`config.mk`:
```
export PLATFORM = sky130hd
export DESIGN_NAME = scp_port
export DESIGN_NICKNAME = d
export VERILOG_FILES = /design/src/scp_pkg.sv /design/src/scp_event_latch.sv /design/src/scp_apb_slave.sv /design/src/scp_port.sv
export VERILOG_INCLUDE_DIRS = /design/src
export SDC_FILE = /design/constraint.sdc
export NUM_CORES = 1
export LEC_CHECK = 0
export ABC_AREA = 1
export BUFFER_PORTS_ARGS = -buffer_cell sky130_fd_sc_hd__buf_4
export CORE_MARGIN = 2
export CORE_UTILIZATION = 48
export CTS_CLUSTER_DIAMETER = 30
export CTS_CLUSTER_SIZE = 40
export DETAILED_ROUTE_END_ITERATION = 7
export PLACE_DENSITY = 0.88
export SYNTH_ARGS = -nofsm -noshare
export SYNTH_HDL_FRONTEND = slang
export SYNTH_SLANG_ARGS = --single-unit
```
`constraint.sdc`:
```
create_clock -name pclk -period 1.44 [get_ports pclk]
set_clock_uncertainty 0.05 [all_clocks]
set_input_delay 0.144 -clock pclk [delete_from_list [all_inputs] [get_ports pclk]]
set_output_delay 0.144 -clock pclk [all_outputs]
set_load 0.01 [all_outputs]
```
`src/scp_params.svh`:
```
// Offsets, field positions and reset values of the status and command port
`ifndef SCP_PARAMS_SVH
`define SCP_PARAMS_SVH
// Overview of operation
// [RULE1] Command unit state in bits 7:6: idle, suspended, low, high queue
// [RULE2] Receive unit state shows in bits 5:2; reserved codes never appear
// [RULE3] Software must ignore status bits 1:0; they read zero
// [RULE4] Unit state fields may lag behind accepted commands
// [RULE5] Software should track issued commands itself, not only status
// [RULE6] Command word writes as two bytes: interrupt control and command
// [RULE7] Command opcode at 23:20, receive opcode at 18:16, bit 19 zero
// [RULE8] A written nonzero opcode is offered to its unit at once
// [RULE9] Unit may take an offered command later, depending on DMA activity
// [RULE10] Command field clears to zero when its unit accepts it
// [RULE11] Per-event mask bits 31:26 keep their events off the interrupt
// [RULE12] Masks 31..26: done, frame, inactive, not ready, early, pause
// [RULE13] Writing one to bit 25 raises an interrupt; zero does nothing
// [RULE14] Bit 25 always reads zero
// [RULE15] Bit 25 and global mask written together raise no interrupt
// [RULE16] Global mask set keeps the interrupt pin deasserted
// [RULE17] Global mask overrides per-event masks and the software trigger
// [RULE18] Status byte 15:8 holds one flag per cause, bit 9 reserved
// [RULE19] Writing one to a pending flag clears it; other writes do nothing
// [RULE20] Events latch; interrupt is a level until every flag is cleared
// [RULE21] Software trigger sets flag bit 10, acknowledged like the others

`define SCP_ADDR_W      12
`define SCP_WORD_ADDR   12'h000
`define SCP_LANE_STAT   0
`define SCP_LANE_ACK    1
`define SCP_LANE_CMD    2
`define SCP_LANE_ICTL   3
`define SCP_SOFT_BIT    25
`define SCP_GMASK_BIT   24
`define SCP_IMASK_MSB   31
`define SCP_IMASK_LSB   26
`define SCP_COP_MSB     23
`define SCP_COP_LSB     20
`define SCP_ROP_MSB     18
`define SCP_ROP_LSB     16
`define SCP_FLAG_MSB    15
`define SCP_FLAG_LSB    8
`define SCP_FLAG_DONE   7
`define SCP_FLAG_FRAME  6
`define SCP_FLAG_SOFT   2
`define SCP_FLAG_EARLY  1
`define SCP_IMASK_RST   6'h00
`define SCP_GMASK_RST   1'h0

`endif

```
`src/scp_pkg.sv`:
```
// Types shared by the status and command port modules
package scp_pkg;

  // Event pulses from the command and receive units
  typedef struct packed {
    logic cmd_done;
    logic frame_rx;
    logic cmd_inactive;
    logic rx_not_ready;
    logic mgmt_done;
    logic early_rx;
    logic flow_pause;
  } scp_events_t;

  // Command offered to the units
  typedef struct packed {
    logic [3:0] cmd_unit_opcode;
    logic       cmd_unit_valid;
    logic [2:0] rx_unit_opcode;
    logic       rx_unit_valid;
  } scp_cmd_t;

  typedef struct packed {
    logic [1:0]  cmd_state;
    logic [3:0]  rx_state;
    logic [5:0]  imask;
    logic        gmask;
    scp_cmd_t    cmd;
    logic [31:0] prdata;
    logic        int_n;
  } scp_port_state_t;

  typedef struct packed {
    logic pready;
    logic pslverr;
  } scp_apb_state_t;

endpackage : scp_pkg

```
`src/scp_event_latch.sv`:
```
// Sticky event flags, set wins over clear
`timescale 1ns/1ns
module scp_event_latch
  import scp_pkg::*;
#(
  parameter int W = 8
)(
  input  wire logic         pclk,
  input  wire logic         presetn,
  input  wire logic [W-1:0] set,
  input  wire logic [W-1:0] clr,
  output logic      [W-1:0] flags
);

  logic [W-1:0] next_flags;

  always_comb
  begin
    next_flags = (flags & ~clr) | set; // RULE19 RULE20
  end

  always_ff @(posedge pclk or negedge presetn)
  begin
    if (!presetn)
      flags <= '0;
    else
      flags <= next_flags;
  end

endmodule : scp_event_latch

```
`src/scp_apb_slave.sv`:
```
// APB handshake: one wait state, error on unmapped address
`timescale 1ns/1ns
module scp_apb_slave
  import scp_pkg::*;
(
  input  wire logic pclk,
  input  wire logic presetn,
  input  wire logic psel,
  input  wire logic penable,
  input  wire logic hit,
  output logic      pready,
  output logic      pslverr,
  output logic      load,
  output logic      commit
);

  scp_apb_state_t s;
  scp_apb_state_t next_s;

  // Read data is loaded on load; writes take effect on commit
  assign load   = psel & penable & ~s.pready;
  assign commit = psel & penable & s.pready;
  assign pready  = s.pready;
  assign pslverr = s.pslverr;

  always_comb
  begin
    next_s.pready  = load;
    next_s.pslverr = load & ~hit;
  end

  always_ff @(posedge pclk or negedge presetn)
  begin
    if (!presetn)
      s <= '0;
    else
      s <= next_s;
  end

endmodule : scp_apb_slave

```
`src/scp_port.sv`:
```
// Status and command word of the system control block, APB slave
`timescale 1ns/1ns
`include "scp_params.svh"
module scp_port
  import scp_pkg::*;
(
  input  wire logic                   pclk,
  input  wire logic                   presetn,
  input  wire logic [`SCP_ADDR_W-1:0] paddr,
  input  wire logic                   psel,
  input  wire logic                   penable,
  input  wire logic                   pwrite,
  input  wire logic [31:0]            pwdata,
  input  wire logic [3:0]             pstrb,
  output logic      [31:0]            prdata,
  output logic                        pready,
  output logic                        pslverr,
  input  wire logic [1:0]             cmd_unit_state,
  input  wire logic [3:0]             rx_unit_state,
  input  wire scp_events_t            events,
  input  wire logic                   cmd_unit_accept,
  input  wire logic                   rx_unit_accept,
  output scp_cmd_t                    cmd,
  output logic                        pci_int_n
);

  //////////////////////////////////////////////////////////////////////////
  // Bus handshake

  logic hit;
  logic load;
  logic commit;

  assign hit = (paddr == `SCP_WORD_ADDR);

  scp_apb_slave scp_apb_slave_inst (
    .pclk    (pclk),
    .presetn (presetn),
    .psel    (psel),
    .penable (penable),
    .hit     (hit),
    .pready  (pready),
    .pslverr (pslverr),
    .load    (load),
    .commit  (commit)
  );

  //////////////////////////////////////////////////////////////////////////
  // Write decode per byte lane

  logic wr;
  logic wr_ack;
  logic wr_cmd;
  logic wr_ictl;
  logic soft_set;

  assign wr      = commit & pwrite & hit;
  assign wr_ack  = wr & pstrb[`SCP_LANE_ACK];   // RULE19
  assign wr_cmd  = wr & pstrb[`SCP_LANE_CMD];   // RULE6
  assign wr_ictl = wr & pstrb[`SCP_LANE_ICTL];  // RULE6
  // Global mask written in the same access suppresses the trigger
  assign soft_set = wr_ictl & pwdata[`SCP_SOFT_BIT]
                    & ~pwdata[`SCP_GMASK_BIT];  // RULE13 RULE15 RULE21

  //////////////////////////////////////////////////////////////////////////
  // Event flags: status bits 15:8, with the reserved bit 9 slot
  // holding the early receive event, which has a mask but no flag

  logic [7:0] flag_set;
  logic [7:0] flag_clr;
  logic [7:0] flags;
  logic [7:0] flag_en;

  assign flag_set = {events.cmd_done, events.frame_rx, events.cmd_inactive,
                     events.rx_not_ready, events.mgmt_done, soft_set,
                     events.early_rx, events.flow_pause};  // RULE18 RULE20

  // Early receive is hidden, so it is acknowledged with the frame flag
  assign flag_clr = wr_ack ? {pwdata[15:10], pwdata[14], pwdata[8]}
                           : 8'h00;                      // RULE19

  scp_event_latch #(
    .W (8)
  ) scp_event_latch_inst (
    .pclk    (pclk),
    .presetn (presetn),
    .set     (flag_set),
    .clr     (flag_clr),
    .flags   (flags)
  );

  //////////////////////////////////////////////////////////////////////////
  // Register state

  scp_port_state_t s;
  scp_port_state_t next_s;

  function automatic logic rx_state_legal(input logic [3:0] code);
    rx_state_legal = (code == 4'h0) || (code == 4'h1) ||
                     (code == 4'h2) || (code == 4'h4);
  endfunction : rx_state_legal

  // Management and software events have no per-event mask
  assign flag_en = {~s.imask[5], ~s.imask[4], ~s.imask[3], ~s.imask[2],
                    1'b1, 1'b1, ~s.imask[1], ~s.imask[0]};  // RULE11 RULE12

  logic [31:0] rd_word;

  always_comb
  begin
    rd_word = {s.imask, 1'b0, s.gmask,
               s.cmd.cmd_unit_opcode, 1'b0, s.cmd.rx_unit_opcode,
               flags[7:2], 1'b0, flags[0],
               s.cmd_state, s.rx_state, 2'b00};  // RULE1 RULE3 RULE7 RULE14
  end

  always_comb
  begin
    next_s = s;

    // Unit states are sampled once per cycle, so they trail the units
    next_s.cmd_state = cmd_unit_state;  // RULE1 RULE4
    if (rx_state_legal(rx_unit_state))
      next_s.rx_state = rx_unit_state;  // RULE2 RULE4

    // Unit takes the command whenever its DMA allows
    if (cmd_unit_accept && s.cmd.cmd_unit_valid)
    begin
      next_s.cmd.cmd_unit_opcode = 4'h0;  // RULE9 RULE10
      next_s.cmd.cmd_unit_valid  = 1'b0;
    end
    if (rx_unit_accept && s.cmd.rx_unit_valid)
    begin
      next_s.cmd.rx_unit_opcode = 3'h0;  // RULE9 RULE10
      next_s.cmd.rx_unit_valid  = 1'b0;
    end

    // A new write wins over an acceptance of the previous command
    if (wr_cmd)
    begin
      next_s.cmd.cmd_unit_opcode = pwdata[`SCP_COP_MSB:`SCP_COP_LSB];  // RULE7
      next_s.cmd.rx_unit_opcode  = pwdata[`SCP_ROP_MSB:`SCP_ROP_LSB];  // RULE7
      next_s.cmd.cmd_unit_valid  =
        |pwdata[`SCP_COP_MSB:`SCP_COP_LSB];  // RULE8
      next_s.cmd.rx_unit_valid   =
        |pwdata[`SCP_ROP_MSB:`SCP_ROP_LSB];  // RULE8
    end

    if (wr_ictl)
    begin
      next_s.imask = pwdata[`SCP_IMASK_MSB:`SCP_IMASK_LSB];  // RULE11
      next_s.gmask = pwdata[`SCP_GMASK_BIT];                 // RULE16
    end

    if (load)
      next_s.prdata = (!pwrite && hit) ? rd_word : 32'h0000_0000;

    // Global mask checked last so it overrides every other source
    next_s.int_n = ~(~s.gmask & |(flags & flag_en));  // RULE16 RULE17 RULE20
  end

  always_ff @(posedge pclk or negedge presetn)
  begin
    if (!presetn)
    begin
      s          <= '0;
      s.imask    <= `SCP_IMASK_RST;
      s.gmask    <= `SCP_GMASK_RST;
      s.int_n    <= 1'b1;
    end
    else
      s <= next_s;
  end

  assign prdata    = s.prdata;
  assign cmd       = s.cmd;
  assign pci_int_n = s.int_n;
endmodule : scp_port

```
# Word level (Yosys, flattened, before mapping)
# Index checks and enable logic that the tools add are counted.
# word_totals
input_bits,68
register_bits,65
# classes
n_mux,5
bitwise,27
n_reduce_logical,14
eq_ne,3
# ops
op,count
$mux 32,1
$and 8x8->8,2
$and 1x1->1,12
$logic_not 12->1,1
$not 1->1,11
$mux 9,1
$mux 8,1
$not 8->8,1
$or 8x8->8,1
$reduce_or 8->1,1
$mux 5,1
$eq 4x1->1 const B,1
$eq 4x2->1 const B,1
$eq 4x3->1 const B,1
$logic_not 4->1,1
$mux 4,1
$reduce_bool 2->1,2
$reduce_or 4->1,1
$logic_and 1x1->1,3
$logic_or 1x1->1,3
$reduce_or 3->1,1
$logic_not 1->1,1

# Longest topological paths before layout
# logic_depth
depth_word,9
ltp_mapped,8

# Modules after synthesis
# A second synthesis with hierarchy kept.
# hier_totals
cells_unflattened,318
area_unflattened_um2,2926.6
# by_module_without_submodules
mod,instances,area_each_um2,cells_each
scp_port,1,2528.7,271
scp_event_latch,1,320.3,40
scp_apb_slave,1,77.6,7

# Least setup slack after synthesis
# No wires, ideal clock.
# synth_timing
path_type,register -> register
from,reg scp_apb_slave_inst.s (netlist bit scp_apb_slave_inst.pready)
to,reg s (netlist bit cmd[1])
arrival_time_ps,1205
setup_time_ps,119
n_path_buf,2
path_stages_with_launch,8
path_slack_ps,67
synth_period_minus_slack_ps,1373
required_ps,1271
path_cell_list,dfrtp_1 -> buf_4 -> nand2_1 -> nor2_2 -> nand4_1 -> buf_2 -> nand3_1 -> o21ai_2
# synth_via
elab_chain_len,5
word_cells_on_any_way,6
cone_classes,1 x mux; 4 x bitwise; 1 x reduce/logical
# synth_lines
item,line,text
start: declaration,scp_apb_slave.sv:17,scp_apb_state_t s;
start signal: assignment,scp_apb_slave.sv:37,s <= next_s;
$and 1x1->1 (*),scp_apb_slave.sv:22,assign commit = psel & penable & s.pready;
$and 1x1->1 (*) (2 in a row),scp_port.sv:57,assign wr = commit & pwrite & hit;
$and 1x1->1 (*),scp_port.sv:59,assign wr_cmd = wr & pstrb[`SCP_LANE_CMD];
$mux 9 or $reduce_bool 2->1 (tied branches),n/a,
end signal: assignment,scp_port.sv:172,s <= next_s;
end: declaration,scp_port.sv:95,scp_port_state_t s;
# Every way passes the cells marked *; elsewhere a longest branch is shown, timed or not.
# A chain may end at the register's enable or synchronous reset.

# Worst setup path in the final report
# layout_timing
from,reg scp_apb_slave_inst.s (netlist bit scp_apb_slave_inst.pready)
to,reg scp_event_latch_inst.flags[0]
# layout_via
elab_chain_len,8
# layout_lines
item,line,text
$and 1x1->1,scp_apb_slave.sv:22,
$and 1x1->1 (2 in a row),scp_port.sv:57,
$and 1x1->1,scp_port.sv:58,assign wr_ack = wr & pstrb[`SCP_LANE_ACK];
$mux 8,scp_port.sv:79,"assign flag_clr = wr_ack ? {pwdata[15:10], pwdata[14], pwdata[8]}"
$not 8->8,scp_event_latch.sv:19,next_flags = (flags & ~clr) | set;
$and 8x8->8,scp_event_latch.sv:19,
$or 8x8->8,scp_event_latch.sv:19,
net scp_event_latch_inst.next_flags[0],scp_event_latch.sv:15,logic [W-1:0] next_flags;
end signal: assignment,scp_event_latch.sv:27,flags <= next_flags;
end: declaration,scp_event_latch.sv:12,output logic [W-1:0] flags
# The timed path passes the listed nets, and every way through them passes these cells.

==> flow_summary.toml <==
[finish]
drive_gt1_share_pct = 31.8
diodes = 0
nets = 487
final_area_mm2 = 0.00392
multi_input_area_um2 = 923
seq_area_mm2 = 0.00150
syn2layout_area_growth_pct = 46.7
n_fill_cell = 413

[synth]
yosys.area_share.simple_pct = 21.2
syn_inst = 300
synthTopCellsByCount = "nand2_1 (67), dfrtp_1 (59), o21ai_0 (40), nand3_1 (37), inv_1 (32)"
syn-cell-area_mm2 = 0.00267
yosysWarnings = 0
yosysSeqAreaShare_pct = 56.2
synthMuxAreaShare_pct = 0
synth_fa_ha_area_share_pct = 0
synth-async-reset-ratio_pct = 100
synth_top_family_by_area = "simple AND/OR/NAND/NOR gates"
synth_top_area_share_pct = 55.2
ys_ff_latch = 60
synthTopCellsByArea = "dfrtp_1 (55%), nand2_1 (9.4%), o21ai_0 (7.5%)"
synth_xor_area_share_pct = 0
yosysMostFrequentCell = "nand2_1"
yosysUniqueCellTypes = 26
avgSynthCellArea_um2 = 8.91
synth_compound_area_share_pct = 11.8
synth_edf_count = 0
synthFlopType = "dfrtp_1"
yosys.area.top_type = "dfrtp_1"

[clock_tree]
clockRootBuffer = "clkbuf_8"
clk_latency_ns = 0.33
cts_tree = "built"
htree_levels = 3
clock-sinks = 60
clk_path_buf_depth = 2
cts_made_buffers = 9
path_clk_slew_ns = 0.06

[worst_setup_path]
cp_max_fo = 8
timing.rr.start = "scp_apb_slave_inst.pready"
timing.rr.end = "scp_event_latch_inst.flags[0]"
required_ns = 1.59
reg2reg_depth = 6
critical_path.endpoint_type = "flip-flop"
startpoint_type = "flip-flop"
path_class = "reg2reg"
crit_arrival_ns = 1.55
ff2ff_setup_slack_ns = 0.04

[floorplanning]
die-area_mm2 = 0.00618
die_x_um = 78.6
io_pins = 112
num_rows = 27
die_h_um = 78.6
initial_core_util_pct = 49.2
core_region_area_mm2 = 0.00544

[sta]
setup_violations = 0
layout_min_cycle_time_ns = 1.40
timing.hold.ws_ns = 0.0159
worst_pin_slew_ns = 0.621
final_max_slew_viol_count = 0
finalCritPeriodShare_pct = 97.5
max_freq_mhz = 712
slew_headroom_pct = 58.3
setup_tns_ns = 0
hold_viol_final = 0

[detailed_routing]
drt-met1-wl_um = 2750
route.met2.wl_um = 3990
viasPerCell = 5.09
drtAntennaViolNets = 0
wl_per_cell_um = 14.8
dr.max_layer_used = "met4"
drcViolationCount = 0
firstDrtPassIters = 5
drt-total-wl_um = 7350
dr_wl_met3_um = 384
drtIter0Drc = 116
vias = 2527

[placed_design]
port-buffer-count = 95
dp_hpwl_um = 4890
gp_congestion = 0.829
dpl_cell_area_mm2 = 0.00346

[pwr]
pwr-share-comb_pct = 8.8
leakagePower_nw = 2.16
vdd_drop_max_uv = 746
p_sw_w = 0.000802
powerDensity_mw_per_mm2 = 941
switching_share_pct = 21.7
pwr-share-clk_pct = 44.7
pwr-share-seq_pct = 46.5
intPower_w = 0.00289

[min_path]
min_delay_path_depth = 3
hp-start = "pwdata[24]"
whs_endpoint = "rd_word[24]"
hold_class = "in2reg"

[global_route]
grt_antenna_before_repair = 0
overflow = 0
grtUsageTotal_pct = 25.4
grt_pass1_vias = 2589
grt_start_max_net_pins = 33
grt_pass1_wl_um = 11900

[run_status]
status = "finished clean"

[flow_run]
drv_cap = 0
[state kept, by name, indices dropped and copies added, names as in the netlist]
name                        cells
scp_apb_slave_inst.pslverr      1
rd_word                        13
cmd                             9
pci_int_n                       1
scp_event_latch_inst.flags      8
prdata                         27
scp_apb_slave_inst.pready       1
[worst max-delay path: stages, from the launching register on]
cell	delay [ns]
dfrtp_1	0.40
nand2_1	0.11
nor2_4	0.14
nand4_1	0.13
buf_4	0.20
o21bai_1	0.15
nand2_1	0.10
[worst max-delay path by stage]
stage | from | slack [ns] | cells after the start | endpoint
after floorplan | scp_apb_slave_inst.pready | 0.07 | 7 | cmd[1]
after global placement | paddr[7] | 0.05 | 9 | cmd[0]
after detailed placement | scp_apb_slave_inst.pready | 0.05 | 7 | cmd[0]
after CTS | scp_apb_slave_inst.pready | 0.03 | 7 | cmd[0]
after global routing | scp_apb_slave_inst.pready | -0.007 | 7 | cmd[0]
final | scp_apb_slave_inst.pready | 0.04 | 6 | scp_event_latch_inst.flags[0]
[layout by cell type, fill, tap and decap left out, types with 2 or more instances in the layout]
| cell | instances |
|---|---|
| a21oi_1 | 2 |
| o21bai_1 | 8 |
| conb_1 | 5 |
| nand4_1 | 2 |
| bufinv_16 | 2 |
| nor2_2 | 2 |
| nand2_1 | 67 |
| nor2_4 | 4 |
| o21ai_0 | 40 |
| nor2_1 | 11 |
| inv_1 | 31 |
| o21ai_2 | 2 |
| dlygate4sd3_1 | 19 |
| buf_4 | 102 |
| buf_12 | 5 |
| nand3_1 | 37 |
| clkinv_2 | 3 |
| dfrtp_1 | 59 |
| o22ai_1 | 2 |
| clkbuf_8 | 10 |
[metal layers]
layer | GRT usage [%] | up-vias
met4 | 11.6 | 0
met5 | 0 | -
li1 | - | 1190
met3 | 4.60 | 22
met1 | 28.9 | 1209
met2 | 46.0 | 106
[layout make-up]
type / instances / share of cell area (%)
timing repair buffer: 127 / 27.2
inverter: 32 / 3.16
sequential: 60 / 38.3
tap: 72 / 2.30
clock inverter: 5 / 1.91
multi-input combinational: 189 / 23.5
clock buffer: 11 / 3.60
[power groups by stage]
stage	Sequential [W]	Combinational (W)	Clock (W)
after floorplan	0.00175	0.0000872	0
after global placement	0.00174	0.000268	0
after detailed placement	0.00175	0.000275	0
after CTS	0.00172	0.000317	0.00166
after global routing	0.00172	0.000356	0.00174
final	0.00172	0.000324	0.00165
[cells by family (layout without fill, tap and decap cells)]
family	after synthesis	in the layout
simple gates	127	128
compound gates	56	56
flops	60	60
other cells	1	5
buf+inv	56	175
[through the flow]
step | std cells | power [W] | worst slack (ns) | utilization [%]
floorplan | 304 | 0.00183 | 0.0667 | -
global placement | 458 | 0.00201 | 0.0503 | 63.7
detailed placement | 458 | 0.00202 | 0.0471 | 63.7
CTS | 493 | 0.00369 | 0.0349 | 71.2
global route | 496 | 0.00381 | -0.00745 | 72.1
finish | 496 | 0.00369 | 0.0362 | 72.1
[what timing repair did]
| action | CTS | global route |
|---|---|---|
| hold buffers | 19 | 0 |
| buffers inserted | 0 | 2 |
| setup endpoints to repair | 0 | 11 |
| endpoints found under the hold margin | 46 | 0 |
| gates resized for setup | 0 | 4 |
Power figures use the tool's default switching activity.
